--- config.mk ---
export PLATFORM = sky130hd
export DESIGN_NAME = fpecc_engine
export DESIGN_NICKNAME = d
export VERILOG_FILES = /design/src/fpecc_pkg.sv /design/src/fpecc_accum.sv /design/src/fpecc_engine.sv
export VERILOG_INCLUDE_DIRS = /design/src
export SDC_FILE = /design/constraint.sdc
export NUM_CORES = 1
export LEC_CHECK = 0
export BUFFER_PORTS_ARGS = -buffer_cell sky130_fd_sc_hd__buf_2
export CAP_MARGIN = 10
export CORE_UTILIZATION = 55
export CTS_CLUSTER_DIAMETER = 200
export DETAILED_ROUTE_END_ITERATION = 10
export PLACE_DENSITY = 0.86
export SLEW_MARGIN = 10
export SYNTH_ARGS = -nofsm -noshare
export SYNTH_HDL_FRONTEND = slang
export SYNTH_SLANG_ARGS = --single-unit
--- constraint.sdc ---
create_clock -name mclk_i -period 5.9 [get_ports mclk_i]
set_input_delay 1.18 -clock mclk_i [delete_from_list [all_inputs] [get_ports mclk_i]]
set_output_delay 1.18 -clock mclk_i [all_outputs]
set_load 0.005 [all_outputs]
--- src/fpecc_defines.svh ---
// Constants for the flash page check-code engine
// What this block does
// - Detects two-bit errors and corrects one-bit errors in main and spare data.
// - Program streams produce 24-bit main code and 10-bit code over second, third spare words.
// - Loads recompute the code, compare with the stored code, fix a single bit.
// - Status updates after every checked load; the host may read it.
// - Status tells no error, correctable single error, uncorrectable double error.
// - Checked loads copy the stored code, not the recomputed one, to the buffer.
// - Boot loading is checked and corrected like any other load.
// - Bypass computes no codes and reports no error position.
// - Bypass programs leave the code words in the spare area untouched.
// - Bypass loads neither recompute nor correct; status invalid, stored code still copied.
// - Bit nine of configuration register one selects bypass; keep checking enabled.
// - Host maps out invalid blocks; block zero is always valid.
`ifndef FPECC_DEFINES_SVH
`define FPECC_DEFINES_SVH
`define FPECC_MAIN_WORDS 9'h100
`define FPECC_SECT_LAST 9'h107
`define FPECC_SPARE_CHK0 9'h101
`define FPECC_SPARE_CHK1 9'h102
`define FPECC_CODE_W0 9'h105
`define FPECC_CODE_W1 9'h106
`define FPECC_CODE_W2 9'h107
`define FPECC_BYPASS_BIT 9
`define FPECC_SECTORS 4
`define FPECC_MAIN_PAIRS 12'hfff
`define FPECC_SPARE_PAIRS 12'h01f
`endif

--- src/fpecc_pkg.sv ---
// Types for the flash page check-code engine
package fpecc_pkg;
  typedef enum logic [3:0] {
    FPECC_IDLE = 4'h1,
    FPECC_STREAM = 4'h2,
    FPECC_CHECK = 4'h4,
    FPECC_FIX = 4'h8
  } fpecc_state_t;
  typedef enum logic [1:0] {
    FPECC_ERR_NONE = 2'h0,
    FPECC_ERR_CORR = 2'h1,
    FPECC_ERR_UNCORR = 2'h2
  } fpecc_err_t;
endpackage
--- src/fpecc_accum.sv ---
// Positional parity accumulator over a stream of 16-bit words
`timescale 1ns/100ps
module fpecc_accum #(
  parameter int IDX_W = 8
) (
  input wire logic mclk_i,
  input wire logic resetn_i,
  input wire logic en_i,
  input wire logic first_i,
  input wire logic [IDX_W-1:0] idx_i,
  input wire logic [15:0] data_i,
  output logic [2*(IDX_W+4)-1:0] code_o
);
  localparam int AW = IDX_W + 4;
  logic [AW-1:0] upd_hi;
  logic [AW-1:0] upd_lo;
  logic wpar;

  // Bit address is {word index, bit index}; hi collects set address bits
  always_comb begin
    upd_hi = '0;
    upd_lo = '0;
    wpar = ^data_i;
    for (int k = 0; k < 4; k++) begin
      for (int j = 0; j < 16; j++) begin
        if (j[k]) begin
          upd_hi[k] = upd_hi[k] ^ data_i[j];
        end else begin
          upd_lo[k] = upd_lo[k] ^ data_i[j];
        end
      end
    end
    for (int k = 0; k < IDX_W; k++) begin
      upd_hi[k+4] = wpar & idx_i[k];
      upd_lo[k+4] = wpar & ~idx_i[k];
    end
  end

  always_ff @(posedge mclk_i) begin
    if (!resetn_i) begin
      code_o <= '0;
    end else if (en_i) begin
      code_o <= (first_i ? '0 : code_o) ^ {upd_hi, upd_lo};
    end
  end
endmodule

--- src/fpecc_engine.sv ---
// Check-code generation, checking and single-bit correction for sector streams
`timescale 1ns/100ps
`include "fpecc_defines.svh"
module fpecc_engine
  import fpecc_pkg::*;
#(
  parameter int SECTORS = `FPECC_SECTORS
) (
  input wire logic mclk_i,
  input wire logic resetn_i,
  input wire logic [15:0] sys_cfg1_i,
  input wire logic start_i,
  input wire logic load_i,
  input wire logic boot_i,
  input wire logic in_valid_i,
  input wire logic [15:0] in_data_i,
  output logic in_ready_o,
  output logic out_valid_o,
  output logic [15:0] out_data_o,
  output logic [8:0] out_addr_o,
  output logic [1:0] out_sector_o,
  output logic fix_valid_o,
  output logic [8:0] fix_addr_o,
  output logic [1:0] fix_sector_o,
  output logic [15:0] fix_flip_o,
  output logic busy_o,
  output logic done_o,
  output logic st_valid_o,
  output logic [1:0] st_main_o,
  output logic [1:0] st_spare_o,
  output logic [11:0] pos_main_o,
  output logic [4:0] pos_spare_o
);
  fpecc_state_t state;
  logic load_mode;
  logic bypass;
  logic [8:0] wcnt;
  logic [1:0] sect;
  logic [23:0] code_m;
  logic [9:0] code_s;
  logic [23:0] stored_m;
  logic [9:0] stored_s;
  logic fix_m_pend;
  logic fix_s_pend;
  logic take;
  logic last_word;
  logic [2:0] cls_m;
  logic [2:0] cls_s;

  // Returns {data bit to fix, error class} from a syndrome {hi, lo}
  function automatic logic [2:0] classify(input logic [23:0] syn, input logic [11:0] pairs);
    logic all_pairs;
    logic [4:0] ones;
    all_pairs = 1'b1;
    ones = '0;
    for (int k = 0; k < 12; k++) begin
      if (pairs[k] && !(syn[k+12] ^ syn[k])) begin
        all_pairs = 1'b0;
      end
      ones = ones + 5'(syn[k+12]) + 5'(syn[k]);
    end
    if (syn == 24'h0) begin
      classify = {1'b0, FPECC_ERR_NONE};
    end else if (all_pairs) begin
      classify = {1'b1, FPECC_ERR_CORR};
    end else if (ones == 5'h1) begin
      classify = {1'b0, FPECC_ERR_CORR};
    end else begin
      classify = {1'b0, FPECC_ERR_UNCORR};
    end
  endfunction

  assign take = (state == FPECC_STREAM) && in_valid_i;
  assign last_word = (wcnt == `FPECC_SECT_LAST);
  assign in_ready_o = (state == FPECC_STREAM);
  assign busy_o = (state != FPECC_IDLE);
  assign cls_m = classify(stored_m ^ code_m, `FPECC_MAIN_PAIRS);
  assign cls_s = classify({7'h0, stored_s[9:5], 7'h0, stored_s[4:0]} ^
                          {7'h0, code_s[9:5], 7'h0, code_s[4:0]}, `FPECC_SPARE_PAIRS);

  // Background generation, held off in bypass
  fpecc_accum #(.IDX_W(8)) u_main (
    .mclk_i(mclk_i),
    .resetn_i(resetn_i),
    .en_i(take && !bypass && wcnt < `FPECC_MAIN_WORDS),
    .first_i(wcnt == 9'h0),
    .idx_i(wcnt[7:0]),
    .data_i(in_data_i),
    .code_o(code_m)
  );
  fpecc_accum #(.IDX_W(1)) u_spare (
    .mclk_i(mclk_i),
    .resetn_i(resetn_i),
    .en_i(take && !bypass && (wcnt == `FPECC_SPARE_CHK0 || wcnt == `FPECC_SPARE_CHK1)),
    .first_i(wcnt == `FPECC_SPARE_CHK0),
    .idx_i(wcnt == `FPECC_SPARE_CHK1),
    .data_i(in_data_i),
    .code_o(code_s)
  );

  // Operation sequencing
  always_ff @(posedge mclk_i) begin
    if (!resetn_i) begin
      state <= FPECC_IDLE;
      load_mode <= 1'b0;
      bypass <= 1'b0;
      wcnt <= 9'h0;
      sect <= 2'h0;
      done_o <= 1'b0;
    end else begin
      done_o <= 1'b0;
      unique case (state)
        FPECC_IDLE: begin
          if (start_i) begin
            state <= FPECC_STREAM;
            // Boot reads block zero, always valid, through the same checked path
            load_mode <= load_i | boot_i;
            bypass <= sys_cfg1_i[`FPECC_BYPASS_BIT];
            wcnt <= 9'h0;
            sect <= 2'h0;
          end
        end
        FPECC_STREAM: begin
          if (take) begin
            wcnt <= last_word ? 9'h0 : wcnt + 9'h1;
            if (last_word && load_mode && !bypass) begin
              state <= FPECC_CHECK;
            end else if (last_word) begin
              sect <= sect + 2'h1;
              if (sect == 2'(SECTORS - 1)) begin
                state <= FPECC_IDLE;
                done_o <= 1'b1;
              end
            end
          end
        end
        FPECC_CHECK, FPECC_FIX: begin
          if ((state == FPECC_CHECK && !cls_m[2] && !cls_s[2]) ||
              (state == FPECC_FIX && !(fix_m_pend && fix_s_pend))) begin
            sect <= sect + 2'h1;
            if (sect == 2'(SECTORS - 1)) begin
              state <= FPECC_IDLE;
              done_o <= 1'b1;
            end else begin
              state <= FPECC_STREAM;
            end
          end else if (state == FPECC_CHECK) begin
            state <= FPECC_FIX;
          end
        end
      endcase
    end
  end

  // Output stream; code words replaced only on checked programs
  always_ff @(posedge mclk_i) begin
    if (!resetn_i) begin
      out_valid_o <= 1'b0;
      out_data_o <= 16'h0;
      out_addr_o <= 9'h0;
      out_sector_o <= 2'h0;
    end else begin
      out_valid_o <= take;
      if (take) begin
        out_addr_o <= wcnt;
        out_sector_o <= sect;
        out_data_o <= in_data_i;
        if (!load_mode && !bypass) begin
          if (wcnt == `FPECC_CODE_W0) begin
            out_data_o <= code_m[15:0];
          end else if (wcnt == `FPECC_CODE_W1) begin
            out_data_o <= {code_s[7:0], code_m[23:16]};
          end else if (wcnt == `FPECC_CODE_W2) begin
            out_data_o <= {in_data_i[15:2], code_s[9:8]};
          end
        end
      end
    end
  end

  // Stored code captured from the spare area during loads
  always_ff @(posedge mclk_i) begin
    if (!resetn_i) begin
      stored_m <= 24'h0;
      stored_s <= 10'h0;
    end else if (take && load_mode) begin
      if (wcnt == `FPECC_CODE_W0) begin
        stored_m[15:0] <= in_data_i;
      end else if (wcnt == `FPECC_CODE_W1) begin
        stored_m[23:16] <= in_data_i[7:0];
        stored_s[7:0] <= in_data_i[15:8];
      end else if (wcnt == `FPECC_CODE_W2) begin
        stored_s[9:8] <= in_data_i[1:0];
      end
    end
  end

  // Status after every checked load; bypass marks it invalid
  always_ff @(posedge mclk_i) begin
    if (!resetn_i) begin
      st_valid_o <= 1'b0;
      st_main_o <= FPECC_ERR_NONE;
      st_spare_o <= FPECC_ERR_NONE;
      pos_main_o <= 12'h0;
      pos_spare_o <= 5'h0;
    end else if (state == FPECC_IDLE && start_i && sys_cfg1_i[`FPECC_BYPASS_BIT]) begin
      st_valid_o <= 1'b0;
      pos_main_o <= 12'h0;
      pos_spare_o <= 5'h0;
    end else if (state == FPECC_CHECK) begin
      st_valid_o <= 1'b1;
      st_main_o <= cls_m[1:0];
      st_spare_o <= cls_s[1:0];
      pos_main_o <= cls_m[2] ? code_m[23:12] ^ stored_m[23:12] : 12'h0;
      pos_spare_o <= cls_s[2] ? code_s[9:5] ^ stored_s[9:5] : 5'h0;
    end
  end

  // Single-bit repair written back into the host data buffer
  always_ff @(posedge mclk_i) begin
    if (!resetn_i) begin
      fix_m_pend <= 1'b0;
      fix_s_pend <= 1'b0;
      fix_valid_o <= 1'b0;
      fix_addr_o <= 9'h0;
      fix_sector_o <= 2'h0;
      fix_flip_o <= 16'h0;
    end else begin
      fix_valid_o <= 1'b0;
      if (state == FPECC_CHECK) begin
        fix_m_pend <= cls_m[2];
        fix_s_pend <= cls_s[2];
      end else if (state == FPECC_FIX && fix_m_pend) begin
        fix_m_pend <= 1'b0;
        fix_valid_o <= 1'b1;
        fix_sector_o <= sect;
        fix_addr_o <= {1'b0, pos_main_o[11:4]};
        fix_flip_o <= 16'h1 << pos_main_o[3:0];
      end else if (state == FPECC_FIX && fix_s_pend) begin
        fix_s_pend <= 1'b0;
        fix_valid_o <= 1'b1;
        fix_sector_o <= sect;
        fix_addr_o <= `FPECC_SPARE_CHK0 + {8'h0, pos_spare_o[4]};
        fix_flip_o <= 16'h1 << pos_spare_o[3:0];
      end
    end
  end

  chk_bypass_nofix: assert property (@(posedge mclk_i) disable iff (!resetn_i)
    bypass && state != FPECC_IDLE |-> !fix_valid_o && state != FPECC_CHECK)
    else $error("fix or check during bypass");
  chk_bypass_nopos: assert property (@(posedge mclk_i) disable iff (!resetn_i)
    state == FPECC_IDLE && start_i && sys_cfg1_i[`FPECC_BYPASS_BIT]
    |=> !st_valid_o && pos_main_o == 12'h0 && pos_spare_o == 5'h0)
    else $error("bypass left position or valid status");
  chk_prog_code: assert property (@(posedge mclk_i) disable iff (!resetn_i)
    take && !load_mode && !bypass && wcnt == `FPECC_CODE_W0 |=> out_data_o == code_m[15:0])
    else $error("program code word wrong");
  chk_bypass_keep: assert property (@(posedge mclk_i) disable iff (!resetn_i)
    take && bypass && wcnt >= `FPECC_CODE_W0 |=> out_data_o == $past(in_data_i))
    else $error("bypass program altered code word");
  chk_load_copy: assert property (@(posedge mclk_i) disable iff (!resetn_i)
    take && load_mode && wcnt >= `FPECC_CODE_W0 |=> out_data_o == $past(in_data_i))
    else $error("load copied a recomputed code");
  chk_status_after: assert property (@(posedge mclk_i) disable iff (!resetn_i)
    take && load_mode && !bypass && last_word |-> ##2 st_valid_o)
    else $error("status not updated after load");
  chk_fix_onehot: assert property (@(posedge mclk_i) disable iff (!resetn_i)
    fix_valid_o |-> $onehot(fix_flip_o) && $past(state) == FPECC_FIX)
    else $error("fix not a single bit");
  chk_class_legal: assert property (@(posedge mclk_i) disable iff (!resetn_i)
    st_valid_o |-> st_main_o != 2'h3 && st_spare_o != 2'h3)
    else $error("illegal error class");
  chk_uncorr_nofix: assert property (@(posedge mclk_i) disable iff (!resetn_i)
    state == FPECC_CHECK && cls_m[1:0] == FPECC_ERR_UNCORR |=> !fix_m_pend)
    else $error("uncorrectable main error scheduled a fix");
  cov_prog_done: cover property (@(posedge mclk_i) done_o && !load_mode);
  cov_load_fix: cover property (@(posedge mclk_i) fix_valid_o);
  cov_uncorr: cover property (@(posedge mclk_i) st_valid_o && st_main_o == FPECC_ERR_UNCORR);
  cov_bypass_load: cover property (@(posedge mclk_i) done_o && load_mode && bypass);
endmodule

==> results of run 1 <==
power by group through the flow:
stage | combinational (uW) | sequential [uW] | clock [uW]
floorplan | 317 | 1180 | 0
global route | 475 | 1180 | 1130
detailed placement | 431 | 1200 | 0
finish | 436 | 1170 | 1080
global placement | 412 | 1200 | 0
CTS | 433 | 1170 | 1080
placed cells by master (no fill, tap or decap), types with 15 or more instances in the layout:
cell       synthesis  final
a21oi_1          108    108
o21ai_0           52     51
a22oi_1           52     52
buf_2              4    103
xor2_1            36     36
ha_1              15     15
nand2_1          153    153
clkbuf_16          0     17
dfxtp_1          166    166
xnor2_1           62     62
fa_1              23     23
inv_1             42     42
nor2_1           106    106
nand3_1           15     15
cell families (layout without fill, tap and decap cells):
family,Yosys count,in the layout,synth area share [%]
compound gates,262,262,18.4
xor+xnor,104,104,11.4
fa+ha+maj,38,38,7.39
buf+inv,110,188,4.86
flops,166,166,37.9
mux,5,5,0.571
simple gates,371,371,19.5
registers in the layout (all words and copies together), names as in the netlist, 2 cells and up:
register / count
pos_main_o: 12
out_data_o: 16
st_spare_o: 2
wcnt: 9
fix_addr_o: 9
stored_s: 10
fix_sector_o: 2
st_main_o: 2
out_addr_o: 9
fix_flip_o: 16
sect: 2
stored_m: 24
state: 4
u_main.code_o: 24
u_spare.code_o: 10
pos_spare_o: 5
out_sector_o: 2
final cells by class:
type	instances	area, um2	area share, %
inverter	43	163	1.64
sequential	166	3320	33.5
clock buffer	18	439	4.42
multi-input combinational	780	5020	50.6
timing repair buffer	113	591	5.95
clock inverter	14	125	1.26
tap	211	264	2.66
stage by stage:
step	power, uW	hold slack [ns]	area, um2	setup WS, ns
floorplan	1500	0.448	8770	1.31
global placement	1610	0.441	9370	1.00
detailed placement	1630	0.445	9370	0.918
CTS	2680	0.454	9930	0.898
global route	2780	0.475	9930	0.689
finish	2690	0.451	9930	0.919
final timing paths:
kind,startpoint,to,slack (ns),depth (start not counted)
worst max-delay path,u_main.code_o[14],st_main_o[1],0.92,15
worst min-delay path,out_addr_o[2],out_addr_o[2],0.45,2
worst min register to register,out_addr_o[2],out_addr_o[2],0.45,2
worst max register to register,u_main.code_o[14],st_main_o[1],0.92,15
per-layer routing:
layer | up-vias | GRT usage, % | wire length (um)
met5 | - | 0 | 0
met4 | 0 | 14.0 | 877
met3 | 73 | 7.64 | 2080
met2 | 432 | 50.1 | 11400
met1 | 3830 | 37.0 | 9910
li1 | 3753 | - | -
tightest hold or removal path: cells and delay by family, from the launching register on:
kind | cells | cell delay [ns]
flops | 1 | 0.31
compound gates | 1 | 0.05
simple gates | 1 | 0.05
==> impl_metrics.csv, run 1 <==
group,metric,value,unit
placed_design,gp_congestion,0.901,
status,outcome,"finished clean",
yosys,syn-cell-area,0.00877,mm2
die,io_pins,119,
pwr,p_comb_share,16.2,%
yosys,async_flop_share,0,%
routing,drc_errors,0,
yosys,ys.flop_type,"dfxtp_1",
routing,routed_via_density,6.01,
finish,drive_gt1_share,14.6,%
pwr,switching_share,29.2,%
finish,diodes,0,
routing,drt-initial-drc-count,998,
global_route,grt.total_usage,30.3,%
pwr,p_per_area,271,mW/mm2
finish,utilization,64.6,%
yosys,synth_top_area_share,37.9,%
worst_setup_path,slowest_delay,0.52,ns
timing,finalSetupTns,0,ns
yosys,synth_seq_area_share,37.9,%
clock_network,post_cts_buffers,0,
pwr,p_int,1900,uW
yosys,synth_enable_flop_cells,0,
pwr,p_sw,784,uW
placed_design,dpl.cell_count,1313,
clock_network,worstSkewPairLatency,0.45,ns
clock_network,cts-buffers-inserted,17,
global_route,grt_max_degree,70,
clock_network,cts-htree-levels,4,
yosys,synth-seq-cells,166,
routing,routedWlPerCell,18.1,um
worst_setup_path,critPathMostFrequentCell,"fa_1",
timing,max_freq,201,MHz
timing,grt_setup_unrepaired,"false",
routing,vias,8088,
yosys,synthTopCellsByArea,"dfxtp_1 38%, nand2_1 6.5%, xnor2_1 6.2%",
yosys,syn_inst,1056,
global_route,grt_pass1_vias,7489,
finish,fin_cells,1345,
die,dieHeight,128,um
timing,period_minus_slack,4.98,ns
routing,dr.pass1.iters,6,
worst_setup_path,cp_slowest_cell,"fa_1",
worst_setup_path,start_kind,"flop",
placed_design,place_hpwl,17300,um
timing,slew_viol_final,0,
placed_design,port-buffer-count,103,
clock_network,post_cts_resized,0,
die,die_w,128,um
timing,setup_violations,0,
worst_setup_path,critPathCaptureType,"flop",
timing,clock_skew,0.0141,ns
worst_setup_path,crit_type,"flop to flop",
yosys,synth_largest_area_cell,"dfxtp_1",
global_route,grt_pass1_wl,38300,um
clock_network,clk_pin_slew,0.07,ns
timing,period_share,84.4,%
finish,nFillCells,1264,
timing,hold_viol,0,
yosys,ys_warn_count,0,
die,dieArea,0.0165,mm2
clock_network,cts_tree,"done",
worst_setup_path,cp.required,6.26,ns
pwr,seq_power_share,43.7,%
hold_path,hold_path_class,"flop to flop",
timing,relSlewSlack,21.4,%
routing,detail-route-antenna-nets,0,
die,rows,45,
finish,syn_to_final_growth,13.2,%
worst_setup_path,path_cells,"xnor2_1 -> fa_1 -> inv_1 -> fa_1 -> inv_1 -> fa_1 -> fa_1 -> inv_1 -> fa_1 -> ha_1 -> fa_1 -> and3_1 -> o211a_1 -> or4_1 -> a21oi_1",
yosys,synth_nets,1132,
die,initial_core_util,57.1,%
job,maxCapViolCount,0,
clock_network,cts_buffer_depth,2,
clock_network,clock_sinks,166,
routing,routed_wl,24300,um
global_route,overflow,0,
worst_setup_path,cp.arrival,5.34,ns
worst_setup_path,path_delay_family,"adder cells",
pwr,vdd_drop_max,223,uV
pwr,p_clk_share,40.1,%
clock_network,hold_buffers,0,
yosys,synthDistinctLibCells,60,
clock_network,root_buffer,"clkbuf_16",
finish,fin_nets,1197,
worst_setup_path,path_max_fanout,5,
yosys,syn_area_per_cell,8.31,um2
global_route,antenna_found_initial,0,
die,core,0.0154,mm2
yosys,yosysMostFrequentCell,"dfxtp_1",
worst_setup_path,cp_num_buf_inv,3,
yosys,synthTopCellsByCount,"166 x dfxtp_1, 153 x nand2_1, 108 x a21oi_1",
timing,worst_pin_slew,1.17,ns
pwr,power.leakage,0.00399,uW
(Power assumes the default switching activity.)
==> inputs of run 2 (changes only) <==
--- a/config.mk
+++ b/config.mk
@@ -8,7 +8,7 @@
 export LEC_CHECK = 0
 export BUFFER_PORTS_ARGS = -buffer_cell sky130_fd_sc_hd__buf_2
 export CAP_MARGIN = 10
-export CORE_UTILIZATION = 55
+export CORE_UTILIZATION = 53
 export CTS_CLUSTER_DIAMETER = 200
 export DETAILED_ROUTE_END_ITERATION = 10
 export PLACE_DENSITY = 0.86
==> constraint.sdc (replaced) <==
create_clock -name mclk_i -period 4.5 [get_ports mclk_i]
set_input_delay 0.9 -clock mclk_i [delete_from_list [all_inputs] [get_ports mclk_i]]
set_output_delay 0.9 -clock mclk_i [all_outputs]
set_load 0.005 [all_outputs]
==> run 2 against run 1 <==
  * The run now ends with setup timing left
  * Clock skew is 0.0044 ns lower
  * Combinational power is 41% higher
  * Clock power is 34% higher
  * Final area up 4.1%
  * Sequential power increased by 31%
  * Register-to-register slack got worse by 1.0 ns
  * Flip-flop and latch count is the same
  * Largest cell class unchanged
  * Highest routed layer unchanged
==> impl_metrics.csv, run 2 (same netlist as run 1, synthesis figures left out) <==
group,metric,value,unit
die,io_pins,119,
routing,routedWlPerCell,17.9,um
global_route,grt_pass1_vias,7506,
pwr,p_per_area,348,mW/mm2
finish,layout_commonest_cell,"dfxtp_1",
placed_design,gp_congestion,0.938,
clock_network,clk_pin_slew,0.06,ns
clock_network,clock_sinks,166,
routing,routed_wl,24800,um
global_route,grt.total_usage,29.9,%
global_route,antenna_found_initial,0,
timing,period_minus_slack,4.62,ns
finish,design_area,0.0103,mm2
timing,max_freq,217,MHz
placed_design,port-buffer-count,103,
timing,relSlewSlack,24.7,%
pwr,p_int,2610,uW
worst_setup_path,path_max_fanout,2,
finish,final_cell_mix,"161 x dfxtp_1, 153 x nand2_1, 107 x a21oi_1, 106 x nor2_1, 103 x buf_2",
global_route,overflow,0,
global_route,grt.busiest_layer,"met2",
timing,grt_setup_unrepaired,"true",
timing,worst_slack,-0.117,ns
clock_network,cts-htree-levels,4,
global_route,use_met2,50.8,%
die,dieHeight,131,um
hold_path,hold_path_class,"flop to flop",
worst_setup_path,cp-startpoint,"stored_m[16]",
clock_network,cts_tree,"done",
job,maxCapViolCount,0,
worst_setup_path,reg2reg_from,"stored_m[16]",
pwr,p_clk_share,40.2,%
finish,drive_gt1_share,18.8,%
die,die_w,131,um
finish,diodes,0,
global_route,grt_pass1_wl,39100,um
die,dieArea,0.0171,mm2
placed_design,pre_cts_slack,-0.129,ns
worst_setup_path,start_kind,"flop",
global_route,grt_use_met1,36.8,%
die,rows,46,
routing,routed_via_density,5.93,
die,core,0.0160,mm2
status,violations,"setup timing",
clock_network,cts_buffer_depth,2,
pwr,power.leakage,0.00417,uW
global_route,grtUsageMet3,5.25,%
clock_network,cts-buffers-inserted,17,
pwr,seq_power_share,42.7,%
hold_path,hp-start,"out_addr_o[8]",
pwr,vdd_drop_max,299,uV
worst_setup_path,critPathCaptureType,"flop",
finish,fin_nets,1233,
timing,holdWs,0.454,ns
timing,slew_viol_final,0,
timing,hold_viol,0,
finish,nFillCells,1352,
clock_network,hold_buffers,0,
worst_setup_path,crit_type,"flop to flop",
finish,syn_to_final_growth,17.8,%
pwr,p_comb_share,17.1,%
timing,period_share,103,%
placed_design,place_hpwl,17600,um
routing,drt-initial-drc-count,1050,
clock_network,root_buffer,"clkbuf_16",
worst_setup_path,regToRegSetupSlack,-0.12,ns
timing,worst_pin_slew,1.12,ns
pwr,p_sw,982,uW
worst_setup_path,cp.required,4.86,ns
die,initial_core_util,54.8,%
routing,drc_errors,0,
placed_design,place_area,0.00967,mm2
worst_setup_path,cp.arrival,4.98,ns
routing,vias,8219,
routing,dr.pass1.iters,9,
timing,setup_violations,1,
routing,detail-route-antenna-nets,0,
status,outcome,"finished, violations left",
finish,largestRegisters,"stored_m x24, u_main.code_o x24",
global_route,grt_max_degree,72,
pwr,finalPower,3590,uW
timing,clock_skew,0.00963,ns
clock_network,worstSkewPairLatency,0.43,ns
pwr,switching_share,27.3,%
run 2: cell count changes in the layout (fill, tap and decap cells not counted), moves of 3 or more:
cell | before | now
clkbuf_8 | 1 | 4
dfxtp_2 | 0 | 5
clkinv_4 | 3 | 0
inv_6 | 5 | 0
xnor2_1 | 62 | 52
buf_4 | 10 | 46
xnor2_2 | 0 | 10
dfxtp_1 | 166 | 161
clkinvlp_4 | 0 | 3
run 2: power by group through the flow:
stage	Sequential [uW]	Clock, uW	Combinational [uW]
after floorplan	1550	0	419
after global placement	1560	0	574
after detailed placement	1560	0	597
after CTS	1530	1460	605
after global routing	1540	1520	670
final	1530	1450	614
run 2: repair_timing:
action                                  CTS  global route
pin swaps                                 3             9
endpoints found under the setup margin    2             3
resized for setup                         4             9
buffers inserted                          1             2
run 2: area by class of cell:
class,instances,area (um2),share of cell area [%]
Clock inverter,8,97.6,0.944
Clock buffer,23,488,4.72
Sequential cell,166,3330,32.2
Tap cell,216,270,2.62
Inverter,43,163,1.57
Timing Repair Buffer,149,861,8.33
Multi-Input combinational cell,780,5130,49.6
run 2: final timing paths:
kind	endpoint	cells after the start
worst max-delay path	st_main_o[1]	15
worst min-delay path	out_addr_o[8]	2
worst max register to register	st_main_o[1]	15
worst min register to register	out_addr_o[8]	2
run 2: stage by stage:
stage,util (%),std cells,TNS [ns]
final,64.6,1385,-0.117
after global routing,64.6,1385,-0.333
after CTS,64.2,1383,-0.0862
after detailed placement,60.4,1351,-0.192
after global placement,60.4,1351,-0.0561
after floorplan,-,1056,0
run 2: worst max-delay path, cell delays in order, from the launching register on:
cell and delay, ns:
dfxtp_2 0.33, xnor2_2 0.15, fa_1 0.54, inv_1 0.05, fa_1 0.49, inv_1 0.06, fa_1 0.46, fa_1 0.49
inv_1 0.05, fa_1 0.48, ha_2 0.20, fa_2 0.54, nor4_2 0.04, o211a_1 0.11, or4_4 0.42, a21oi_2 0.14
run 2: metal layers:
layer / share of wire (%) / vias to the layer above
li1: - / 3820
met5: 0 / -
met2: 47 / 488
met3: 9.2 / 110
met1: 40 / 3801
met4: 4.2 / 0
